[src/design/rmpsel_consts.vh]
`ifndef RMPSEL_CONSTS_VH
`define RMPSEL_CONSTS_VH

// register byte offsets
`define RMPSEL_OFF_IRQ1      8'h00
`define RMPSEL_OFF_IRQ2      8'h04
`define RMPSEL_OFF_TMRCLK    8'h08
`define RMPSEL_OFF_CAPT      8'h0C
`define RMPSEL_OFF_OSCCTL    8'h10
`define RMPSEL_OFF_ANCFG0    8'h14
`define RMPSEL_OFF_ANCFG1    8'h18
`define RMPSEL_OFF_DIR       8'h1C
`define RMPSEL_OFF_PULLUP    8'h20
`define RMPSEL_OFF_LATCH     8'h24
`define RMPSEL_OFF_PINRD     8'h28
`define RMPSEL_OFF_STAT      8'h2C

// selector field positions
`define RMPSEL_HI_LSB        8
`define RMPSEL_LO_LSB        0
`define RMPSEL_SEL_W         5
`define RMPSEL_SEL_RST       5'h1F
`define RMPSEL_SEL_MAXPIN    5'h19

// oscillator control: lock bit and key bytes
`define RMPSEL_LOCK_BIT      6
`define RMPSEL_KEY1          8'h46
`define RMPSEL_KEY2          8'h57

`define RMPSEL_NPIN          26
`define RMPSEL_ANCFG_RST     26'h0000000
`define RMPSEL_DIR_RST       26'h3FFFFFF

`define RMPSEL_RESP_OKAY     2'h0
`define RMPSEL_RESP_SLVERR   2'h2

`endif

[src/design/rmpsel_top.v]
// What this block does
// RULE1 - shared analog pins come up analog after every reset
// RULE2 - analog pin: digital input buffer off, digital read returns zero
// RULE3 - writing one to a pin's converter config bit makes it digital
// RULE4 - pin is digital only when both converters' config bits select digital
// RULE5 - output driver still works on an analog pin set to output
// RULE6 - only highest-priority enabled function controls a pin
// RULE7 - each change-notify pin has a software-switchable weak pull-up
// RULE8 - remap configuration is nine input and eight output registers; this block holds four input ones and no output ones
// RULE9 - selection registers change only while the lock bit is zero
// RULE10 - selector values 0..25 route that pin, 31 drives low
// RULE11 - irq1 selector sits in bits 12..8 of input register 0
// RULE12 - irq2 selector sits in bits 4..0 of input register 1
// RULE13 - timer3 clock selector sits in bits 12..8 of register 3
// RULE14 - timer2 clock selector sits in bits 4..0 of register 3
// RULE15 - capture2 selector sits in bits 12..8 of register 7
// RULE16 - capture1 selector sits in bits 4..0 of register 7
// RULE17 - every implemented selector bit resets to one, inputs tied low
// RULE18 - unimplemented bits ignore writes and read as zero
// RULE19 - locked writes complete without error, contents unchanged
// RULE20 - software writes 0x46 then 0x57 before changing the lock bit
// RULE21 - software sets pin direction to input when remapping an input
// RULE22 - shadow copies watch selectors; any mismatch raises a reset request
// RULE23 - selector values 26..30 drive the peripheral input low
//
// Our own choices: the register offsets and the AXI4-Lite register port.
`timescale 1ns/100ps
`include "rmpsel_consts.vh"

module rmpsel_top (
	input  wire        CLK,
	input  wire        RST_N,
	input  wire [7:0]  S_AXI_AWADDR,
	input  wire        S_AXI_AWVALID,
	output reg         S_AXI_AWREADY,
	input  wire [31:0] S_AXI_WDATA,
	input  wire [3:0]  S_AXI_WSTRB,
	input  wire        S_AXI_WVALID,
	output reg         S_AXI_WREADY,
	output reg  [1:0]  S_AXI_BRESP,
	output reg         S_AXI_BVALID,
	input  wire        S_AXI_BREADY,
	input  wire [7:0]  S_AXI_ARADDR,
	input  wire        S_AXI_ARVALID,
	output reg         S_AXI_ARREADY,
	output reg  [31:0] S_AXI_RDATA,
	output reg  [1:0]  S_AXI_RRESP,
	output reg         S_AXI_RVALID,
	input  wire        S_AXI_RREADY,
	input  wire [25:0] PIN_IN,
	output reg  [25:0] PIN_OUT,
	output reg  [25:0] PIN_OE_N,
	output reg  [25:0] PIN_PULLUP_EN,
	output reg  [25:0] PIN_DIG_BUF_EN,
	output reg         EXT_IRQ_1,
	output reg         EXT_IRQ_2,
	output reg         TIMER2_EXT_CLOCK,
	output reg         TIMER3_EXT_CLOCK,
	output reg         CAPTURE_INPUT_1,
	output reg         CAPTURE_INPUT_2,
	output reg         CFG_MISMATCH_RST
);

	localparam NP = `RMPSEL_NPIN;

	// key sequence states
	localparam KS_IDLE = 2'd0;
	localparam KS_K1   = 2'd1;
	localparam KS_OPEN = 2'd2;

	////////////////////////////////////////////////////////////////////////////////
	// registers

	// four of the input selection registers live here; the rest and the output ones sit elsewhere [RULE8]
	reg [4:0]    ext_irq1_pin_sel_r;
	reg [4:0]    ext_irq2_pin_sel_r;
	reg [4:0]    timer3_clock_pin_sel_r;
	reg [4:0]    timer2_clock_pin_sel_r;
	reg [4:0]    capture2_pin_sel_r;
	reg [4:0]    capture1_pin_sel_r;
	reg [29:0]   shadow_r;
	reg          remap_write_lock_r;
	reg [1:0]    key_state_r;
	reg [NP-1:0] converter_pin_cfg_low_r;
	reg [NP-1:0] converter_pin_cfg_high_r;
	reg [NP-1:0] pin_direction_r;
	reg [NP-1:0] pullup_en_r;
	reg [NP-1:0] latch_r;
	reg [NP-1:0] pin_s1_r;
	reg [NP-1:0] pin_s2_r;
	reg          mismatch_r;
	reg [7:0]    awaddr_r;
	reg          aw_have_r;
	reg [31:0]   wdata_r;
	reg [3:0]    wstrb_r;
	reg          w_have_r;
	reg          sel_upd_r;

	wire [29:0]   sel_all = {ext_irq1_pin_sel_r, ext_irq2_pin_sel_r, timer3_clock_pin_sel_r,
		timer2_clock_pin_sel_r, capture2_pin_sel_r, capture1_pin_sel_r};
	wire [NP-1:0] digital = converter_pin_cfg_low_r & converter_pin_cfg_high_r; // [RULE3] [RULE4]
	wire [NP-1:0] pin_digital_rd = pin_s2_r & digital; // [RULE2]

	// selected pin, or low for 26..31
	function route;
		input [4:0]    sel;
		input [NP-1:0] pins;
		begin
			if (sel <= `RMPSEL_SEL_MAXPIN) begin // [RULE10] [RULE23]
				route = pins[sel];
			end else begin
				route = 1'b0;
			end
		end
	endfunction

	////////////////////////////////////////////////////////////////////////////////
	// pin side

	always @(posedge CLK) begin
		// two-stage sync; only stage two feeds logic
		pin_s1_r <= PIN_IN;
		pin_s2_r <= pin_s1_r;
	end

	always @(posedge CLK) begin
		if (!RST_N) begin
			PIN_OUT          <= {NP{1'b0}};
			PIN_OE_N         <= {NP{1'b1}};
			PIN_PULLUP_EN    <= {NP{1'b0}};
			PIN_DIG_BUF_EN   <= {NP{1'b0}};
		end else begin
			PIN_OUT          <= latch_r;
			// analog does not block the driver; contention is software's problem
			PIN_OE_N         <= pin_direction_r; // [RULE5]
			// analog function outranks pull-up on a shared pin
			PIN_PULLUP_EN    <= pullup_en_r & digital; // [RULE7] [RULE6]
			PIN_DIG_BUF_EN   <= digital; // [RULE2]
		end
	end

	// peripheral inputs sit one register behind the synchroniser, so they follow a pin in three edges
	always @(posedge CLK) begin
		if (!RST_N) begin
			EXT_IRQ_1        <= 1'b0;
			EXT_IRQ_2        <= 1'b0;
			TIMER2_EXT_CLOCK <= 1'b0;
			TIMER3_EXT_CLOCK <= 1'b0;
			CAPTURE_INPUT_1  <= 1'b0;
			CAPTURE_INPUT_2  <= 1'b0;
			CFG_MISMATCH_RST <= 1'b0;
		end else begin
			EXT_IRQ_1        <= route(ext_irq1_pin_sel_r, pin_digital_rd);
			EXT_IRQ_2        <= route(ext_irq2_pin_sel_r, pin_digital_rd);
			TIMER2_EXT_CLOCK <= route(timer2_clock_pin_sel_r, pin_digital_rd);
			TIMER3_EXT_CLOCK <= route(timer3_clock_pin_sel_r, pin_digital_rd);
			CAPTURE_INPUT_1  <= route(capture1_pin_sel_r, pin_digital_rd);
			CAPTURE_INPUT_2  <= route(capture2_pin_sel_r, pin_digital_rd);
			CFG_MISMATCH_RST <= mismatch_r;
		end
	end

	////////////////////////////////////////////////////////////////////////////////
	// write path

	wire       aw_ok  = aw_have_r | S_AXI_AWVALID;
	wire       w_ok   = w_have_r | S_AXI_WVALID;
	wire       do_wr  = aw_ok & w_ok & ~S_AXI_BVALID;
	wire [7:0] wa     = aw_have_r ? awaddr_r : S_AXI_AWADDR;
	wire [31:0] wd    = w_have_r ? wdata_r : S_AXI_WDATA;
	wire [3:0] ws     = w_have_r ? wstrb_r : S_AXI_WSTRB;
	wire       sel_we = do_wr & ~remap_write_lock_r; // [RULE9] [RULE19]
	wire       lo_we  = ws[0];
	wire       hi_we  = ws[1];

	always @(posedge CLK) begin
		if (!RST_N) begin
			S_AXI_AWREADY <= 1'b0;
			S_AXI_WREADY  <= 1'b0;
			S_AXI_BVALID  <= 1'b0;
			S_AXI_BRESP   <= `RMPSEL_RESP_OKAY;
			aw_have_r     <= 1'b0;
			w_have_r      <= 1'b0;
			awaddr_r      <= 8'h00;
			wdata_r       <= 32'h00000000;
			wstrb_r       <= 4'h0;
		end else begin
			// refuse a new half while a response is pending or that half is already held
			S_AXI_AWREADY <= ~aw_have_r & ~S_AXI_AWREADY & S_AXI_AWVALID & ~S_AXI_BVALID;
			S_AXI_WREADY  <= ~w_have_r & ~S_AXI_WREADY & S_AXI_WVALID & ~S_AXI_BVALID;
			if (S_AXI_AWVALID & S_AXI_AWREADY) begin
				aw_have_r <= 1'b1;
				awaddr_r  <= S_AXI_AWADDR;
			end
			if (S_AXI_WVALID & S_AXI_WREADY) begin
				w_have_r <= 1'b1;
				wdata_r  <= S_AXI_WDATA;
				wstrb_r  <= S_AXI_WSTRB;
			end
			if (do_wr & aw_have_r & w_have_r) begin
				aw_have_r    <= 1'b0;
				w_have_r     <= 1'b0;
				S_AXI_BVALID <= 1'b1;
				if (wa > `RMPSEL_OFF_STAT || wa[1:0] != 2'b00) begin
					S_AXI_BRESP <= `RMPSEL_RESP_SLVERR;
				end else begin
					S_AXI_BRESP <= `RMPSEL_RESP_OKAY; // [RULE19]
				end
			end else if (S_AXI_BVALID & S_AXI_BREADY) begin
				S_AXI_BVALID <= 1'b0;
			end
		end
	end

	// commit only once both halves are captured, so the response follows both
	wire commit = do_wr & aw_have_r & w_have_r;

	always @(posedge CLK) begin
		if (!RST_N) begin
			ext_irq1_pin_sel_r       <= `RMPSEL_SEL_RST; // [RULE17]
			ext_irq2_pin_sel_r       <= `RMPSEL_SEL_RST;
			timer3_clock_pin_sel_r   <= `RMPSEL_SEL_RST;
			timer2_clock_pin_sel_r   <= `RMPSEL_SEL_RST;
			capture2_pin_sel_r       <= `RMPSEL_SEL_RST;
			capture1_pin_sel_r       <= `RMPSEL_SEL_RST;
		end else if (commit) begin
			// only 5 bits stored per field, so unimplemented bits drop on write
			if (sel_we & hi_we && wa == `RMPSEL_OFF_IRQ1) begin
				ext_irq1_pin_sel_r <= wd[`RMPSEL_HI_LSB +: 5]; // [RULE11] [RULE18]
			end
			if (sel_we & lo_we && wa == `RMPSEL_OFF_IRQ2) begin
				ext_irq2_pin_sel_r <= wd[`RMPSEL_LO_LSB +: 5]; // [RULE12]
			end
			if (sel_we && wa == `RMPSEL_OFF_TMRCLK) begin
				if (hi_we) begin
					timer3_clock_pin_sel_r <= wd[`RMPSEL_HI_LSB +: 5]; // [RULE13]
				end
				if (lo_we) begin
					timer2_clock_pin_sel_r <= wd[`RMPSEL_LO_LSB +: 5]; // [RULE14]
				end
			end
			if (sel_we && wa == `RMPSEL_OFF_CAPT) begin
				if (hi_we) begin
					capture2_pin_sel_r <= wd[`RMPSEL_HI_LSB +: 5]; // [RULE15]
				end
				if (lo_we) begin
					capture1_pin_sel_r <= wd[`RMPSEL_LO_LSB +: 5]; // [RULE16]
				end
			end
		end
	end

	////////////////////////////////////////////////////////////////////////////////
	// lock and unlock sequence

	// the lock guards only the selectors; the key sequence itself is always reachable
	always @(posedge CLK) begin
		if (!RST_N) begin
			remap_write_lock_r <= 1'b0;
			key_state_r        <= KS_IDLE;
		end else if (commit) begin
			if (wa == `RMPSEL_OFF_OSCCTL && lo_we) begin
				// unlock keys, then one write that changes the lock bit
				case (key_state_r)
				KS_IDLE: begin
					key_state_r <= (wd[7:0] == `RMPSEL_KEY1) ? KS_K1 : KS_IDLE; // [RULE20]
				end
				KS_K1: begin
					key_state_r <= (wd[7:0] == `RMPSEL_KEY2) ? KS_OPEN : KS_IDLE;
				end
				KS_OPEN: begin
					remap_write_lock_r <= wd[`RMPSEL_LOCK_BIT];
					key_state_r        <= KS_IDLE;
				end
				default: begin
					key_state_r <= KS_IDLE;
				end
				endcase
			end
		end
	end

	////////////////////////////////////////////////////////////////////////////////
	// pin configuration

	always @(posedge CLK) begin
		if (!RST_N) begin
			converter_pin_cfg_low_r  <= `RMPSEL_ANCFG_RST; // [RULE1]
			converter_pin_cfg_high_r <= `RMPSEL_ANCFG_RST;
			pin_direction_r          <= `RMPSEL_DIR_RST;
			pullup_en_r              <= {NP{1'b0}};
			latch_r                  <= {NP{1'b0}};
		end else if (commit) begin
			if (wa == `RMPSEL_OFF_ANCFG0) begin
				converter_pin_cfg_low_r <= wd[NP-1:0];
			end
			if (wa == `RMPSEL_OFF_ANCFG1) begin
				converter_pin_cfg_high_r <= wd[NP-1:0];
			end
			if (wa == `RMPSEL_OFF_DIR) begin
				pin_direction_r <= wd[NP-1:0]; // [RULE21]
			end
			if (wa == `RMPSEL_OFF_PULLUP) begin
				pullup_en_r <= wd[NP-1:0];
			end
			if (wa == `RMPSEL_OFF_LATCH) begin
				latch_r <= wd[NP-1:0];
			end
		end
	end

	////////////////////////////////////////////////////////////////////////////////
	// shadow monitor

	// shadow copies the selectors every edge; a change not after a legal write means the selectors were disturbed
	always @(posedge CLK) begin
		if (!RST_N) begin
			shadow_r   <= 30'h3FFFFFFF;
			sel_upd_r  <= 1'b0;
			mismatch_r <= 1'b0;
		end else begin
			shadow_r   <= sel_all;
			// a legal write shows up in the selectors one edge after its commit
			sel_upd_r  <= commit & sel_we;
			if (!sel_upd_r) begin
				mismatch_r <= mismatch_r | (shadow_r != sel_all); // [RULE22]
			end
		end
	end

	////////////////////////////////////////////////////////////////////////////////
	// read path

	reg [31:0] rd_val;

	always @* begin
		rd_val = 32'h00000000; // [RULE18]
		if (S_AXI_ARADDR == `RMPSEL_OFF_IRQ1) begin
			rd_val[12:8] = ext_irq1_pin_sel_r;
		end else if (S_AXI_ARADDR == `RMPSEL_OFF_IRQ2) begin
			rd_val[4:0] = ext_irq2_pin_sel_r;
		end else if (S_AXI_ARADDR == `RMPSEL_OFF_TMRCLK) begin
			rd_val[12:0] = {timer3_clock_pin_sel_r, 3'b000, timer2_clock_pin_sel_r};
		end else if (S_AXI_ARADDR == `RMPSEL_OFF_CAPT) begin
			rd_val[12:0] = {capture2_pin_sel_r, 3'b000, capture1_pin_sel_r};
		end else if (S_AXI_ARADDR == `RMPSEL_OFF_OSCCTL) begin
			rd_val[`RMPSEL_LOCK_BIT] = remap_write_lock_r;
		end else if (S_AXI_ARADDR == `RMPSEL_OFF_ANCFG0) begin
			rd_val[NP-1:0] = converter_pin_cfg_low_r;
		end else if (S_AXI_ARADDR == `RMPSEL_OFF_ANCFG1) begin
			rd_val[NP-1:0] = converter_pin_cfg_high_r;
		end else if (S_AXI_ARADDR == `RMPSEL_OFF_DIR) begin
			rd_val[NP-1:0] = pin_direction_r;
		end else if (S_AXI_ARADDR == `RMPSEL_OFF_PULLUP) begin
			rd_val[NP-1:0] = pullup_en_r;
		end else if (S_AXI_ARADDR == `RMPSEL_OFF_LATCH) begin
			rd_val[NP-1:0] = latch_r;
		end else if (S_AXI_ARADDR == `RMPSEL_OFF_PINRD) begin
			rd_val[NP-1:0] = pin_digital_rd; // [RULE2]
		end else if (S_AXI_ARADDR == `RMPSEL_OFF_STAT) begin
			rd_val[1:0] = {key_state_r == KS_OPEN, mismatch_r};
		end
	end

	wire rd_bad = (S_AXI_ARADDR > `RMPSEL_OFF_STAT) || (S_AXI_ARADDR[1:0] != 2'b00);

	always @(posedge CLK) begin
		if (!RST_N) begin
			S_AXI_ARREADY <= 1'b0;
			S_AXI_RVALID  <= 1'b0;
			S_AXI_RDATA   <= 32'h00000000;
			S_AXI_RRESP   <= `RMPSEL_RESP_OKAY;
		end else begin
			S_AXI_ARREADY <= S_AXI_ARVALID & ~S_AXI_ARREADY & ~S_AXI_RVALID;
			if (S_AXI_ARVALID & S_AXI_ARREADY) begin
				S_AXI_RVALID <= 1'b1;
				S_AXI_RDATA  <= rd_val;
				S_AXI_RRESP  <= rd_bad ? `RMPSEL_RESP_SLVERR : `RMPSEL_RESP_OKAY;
			end else if (S_AXI_RVALID & S_AXI_RREADY) begin
				S_AXI_RVALID <= 1'b0;
			end
		end
	end

endmodule
[config.mk]
export PLATFORM = sky130hd
export DESIGN_NAME = rmpsel_top
export DESIGN_NICKNAME = d
export VERILOG_FILES = /design/src/design/rmpsel_top.v
export VERILOG_INCLUDE_DIRS = /design/src /design/src/design
export SDC_FILE = /design/constraint.sdc
export NUM_CORES = 1
export LEC_CHECK = 0
export CAP_MARGIN = 25
export CELL_PAD_IN_SITES_DETAIL_PLACEMENT = 1
export CELL_PAD_IN_SITES_GLOBAL_PLACEMENT = 1
export CORE_MARGIN = 5
export CORE_UTILIZATION = 44
export DETAILED_ROUTE_END_ITERATION = 12
export DONT_BUFFER_PORTS = 1
export PLACE_DENSITY_LB_ADDON = 0.1
export SYNTH_ARGS = -nofsm -noshare
export SYNTH_HDL_FRONTEND = slang
export SYNTH_SLANG_ARGS = --single-unit
[constraint.sdc]
create_clock -name CLK -period 2 [get_ports CLK]
set_input_delay 0.3 -clock CLK [delete_from_list [all_inputs] [get_ports CLK]]
set_output_delay 0.3 -clock CLK [all_outputs]
set_load 0.01 [all_outputs]
==> flow_summary.ini <==
[outcome]
outcome = finished with violations
violations_in_the_final_reports = hold timing, setup timing

[clocking]
cts.sink_count = 429
numCtsBuffers = 46
cts.hold.buffers_added = 213
cts.reportedPaths.clkPinSlew_ns = 0.07
tritoncts = yes
htreeDepth = 2
cts.path.max_buffers = 3
clk-insertion-delay-late_ns = 0.60
cts_root_buf = clkbuf_16

[power]
power.total_mw = 18.9
cellLeakagePower_nw = 9.64
power-per-cell-area_mw_per_mm2 = 783
worst_ir_drop_vdd_mv = 0.806

[critical_path]
worstReg2RegStart = aw_have_r
critPathLaunch = aw_have_r
worstSetupStartpointType = flip-flop
timing.critical_path.arrival_ns = 2.53
required_ns = 2.48
criticalPathCategory = flip-flop to flip-flop
end_kind = flip-flop
cp_max_fo = 13

[die]
pin_count = 237
fp.dieH_um = 211
core_region_area_mm2 = 0.0398
floorplan.die.width_um = 211
placement_rows = 73
effective_utilization_at_floorplan_pct = 44.6
dieArea_mm2 = 0.0445

[global_route]
grt_remaining_overflow = 0
antenna_found_initial = 3
groute.layer.met1.usage_pct = 43.4
grt_busiest_layer = met2
globalRouteMet3Util_pct = 8.24
number_of_global_route_vias_before_repair = 17560
met2_global_route_usage_pct = 54.4
grt_max_degree = 271
grt_pass1_wl_mm = 113
track_usage_pct = 33.4

[placed_design]
place_congestion = 0.933
place.port_buffers = 0
place.detailed.hpwl_mm = 50.7

[logic_synthesis]
synth_cells = 1879
synth-edff-count = 0
ys_async_sr_fraction_pct = 0
syn_area_mm2 = 0.0178
synth.yosys.seq_area_share_pct = 48.4
syn_area_per_cell_um2 = 9.45
synth_top_flop_cell = dfxtp_1
synth.yosys.warnings = 0
post_synth_num_cell_types = 80
ys_seq_elements = 429

[route]
via_count_of_the_routed_design = 16894
wirelength_mm = 78.5
detail_route.vias_per_cell = 6.05
drcViolationCount = 0
length_of_the_first_detailed_routing_pass_in_iterations = 5
ant_nets = 0
initialDrtViolationCount = 1495
routedWlPerCell_um = 28.1

[timing]
max_slew_violations = 0
finClkSkew_ns = 0.0233
period_share_pct = 103
rsz0062_at_grt = true
finalHoldViolations = 57
fin_worst_hold_slack_ns = -0.200
fin_crit_ns = 2.05
max_clock_freq_mhz = 488
post-route-worst-setup-slack_ns = -0.0503
max-slew-margin-rel_pct = 64.5
worst_slew_pin_slew_ns = 0.529
setup_viol = 6

[worst_hold_path]
hold_path.startpoint = RST_N
hold_path_class = input port to flip-flop

[run]
max_cap_violations = 0

[cells_and_area]
drive_gt1_share_pct = 19.7
syn_to_final_growth_pct = 35.9
layout.filler_cells = 4311
postLayoutCoreUtil_pct = 60.6
n_diodes = 0
finalNetCount = 2319
==> worst max-delay path: stages, from the launching register on <==
cell      delay, ns
dfxtp_4        0.37
buf_4          0.14
nor3b_2        0.15
o22ai_1        0.27
buf_4          0.21
nor4_4         0.04
buf_6          0.14
buf_4          0.17
buf_16         0.17
a211oi_1       0.29
==> cells by family after synthesis <==
kind of cell	share of synthesized area (%)
compound gates	18.3
xor+xnor	1.48
buf+inv	4.01
flops	48.4
mux	7.79
other cells	0.0211
simple gates	20.1
==> repair_timing <==
action / CTS / global route
gates cloned: 5 / 3
pin swaps: 3 / 13
hold endpoints to repair: 277 / 106
endpoints found under the setup margin: 78 / 81
gates resized for setup: 27 / 48
setup buffers: 8 / 10
==> per-layer routing <==
metal	vias up	share of wire (%)
met5	-	0
met4	0	4.1
met3	179	8.6
met2	757	47
met1	8512	41
li1	7446	-
==> metrics by stage <==
stage | setup TNS [ns] | instance area (um^2) | std cells | setup slack [ns] | hold slack, ns
3_5_place_dp | -4.60 | 19700 | 2472 | -0.222 | 0.313
6_report | -0.141 | 24100 | 2793 | -0.0503 | -0.200
5_1_grt | -1.04 | 24100 | 2793 | -0.0649 | -0.223
2_1_floorplan | -1.79 | 17800 | 1886 | -0.134 | 0.310
3_3_place_gp | -2.17 | 19700 | 2472 | -0.297 | 0.312
4_1_cts | 0 | 23800 | 2780 | 0.00472 | -0.216
==> layout by cell type (no fill, tap or decap), drive strengths merged, types with 41 or more instances in the layout <==
cell,netlist,final
dfxtp,429,429
nand2,258,258
buf,31,241
dlygate4sd3,0,213
nor2,126,126
a211oi,84,84
mux2i,68,68
nand2b,62,62
clkbuf,126,62
and2,56,56
a21oi,56,56
a21boi,44,44
nand3,43,43
o21ai,41,41
==> synthesized netlist by cell type, drive strengths merged (10+ instances only) <==
library cell / count / area [um^2]
o211a: 36 / 360
a211oi: 84 / 631
mux4: 22 / 495
nand4b: 20 / 175
o21ai: 41 / 205
a21o: 30 / 225
nor2: 126 / 475
nand4: 34 / 213
dfxtp: 429 / 8590
a21boi: 44 / 330
xnor2: 20 / 175
nor3: 16 / 115
clkbuf: 126 / 473
mux2i: 68 / 684
buf: 31 / 183
o211ai: 39 / 293
xor2: 10 / 87.6
a211o: 19 / 166
nand2b: 62 / 388
a21oi: 56 / 325
nand2: 258 / 968
mux2: 18 / 203
and2: 56 / 350
and3: 39 / 244
nand3: 43 / 215
inv: 13 / 48.8
==> cell type report <==
cell class | count | area (um^2) | area share (%)
Clock buffer | 59 | 1290 | 5.35
Clock inverter | 23 | 325 | 1.35
Inverter | 15 | 56.3 | 0.233
Multi-Input combinational cell | 1285 | 8800 | 36.5
Sequential cell | 429 | 8600 | 35.7
Tap cell | 525 | 657 | 2.72
Timing Repair Buffer | 457 | 4400 | 18.2
==> where the power goes <==
group,internal (mW),total (mW),switching [mW],leakage [nW]
sequential,8.63,8.72,0.0840,3.48
clock,5.48,9.23,3.74,0.785
combinational,0.400,0.937,0.537,5.37
==> state kept, by name, summed over array words and instances (netlist names), 8 cells and up <==
name                      count
latch_r                      26
pin_s1_r                     26
converter_pin_cfg_high_r     26
S_AXI_RDATA                  26
PIN_OE_N                     26
wdata_r                      26
PIN_PULLUP_EN                26
pin_s2_r                     26
pin_direction_r              26
shadow_r                     30
converter_pin_cfg_low_r      26
PIN_DIG_BUF_EN               26
pullup_en_r                  26
awaddr_r                      8
PIN_OUT                      26
==> final timing paths <==
check / endpoint / slack (ns) / cells past startpoint
setup / recovery: pullup_en_r[11] / -0.05 / 9
hold / removal: timer2_clock_pin_sel_r[4] / -0.20 / 1
setup reg to reg: pullup_en_r[11] / -0.05 / 9
hold reg to reg: pin_s2_r[8] / 0.33 / 0
No activity file was read; power rests on OpenSTA's default activity.
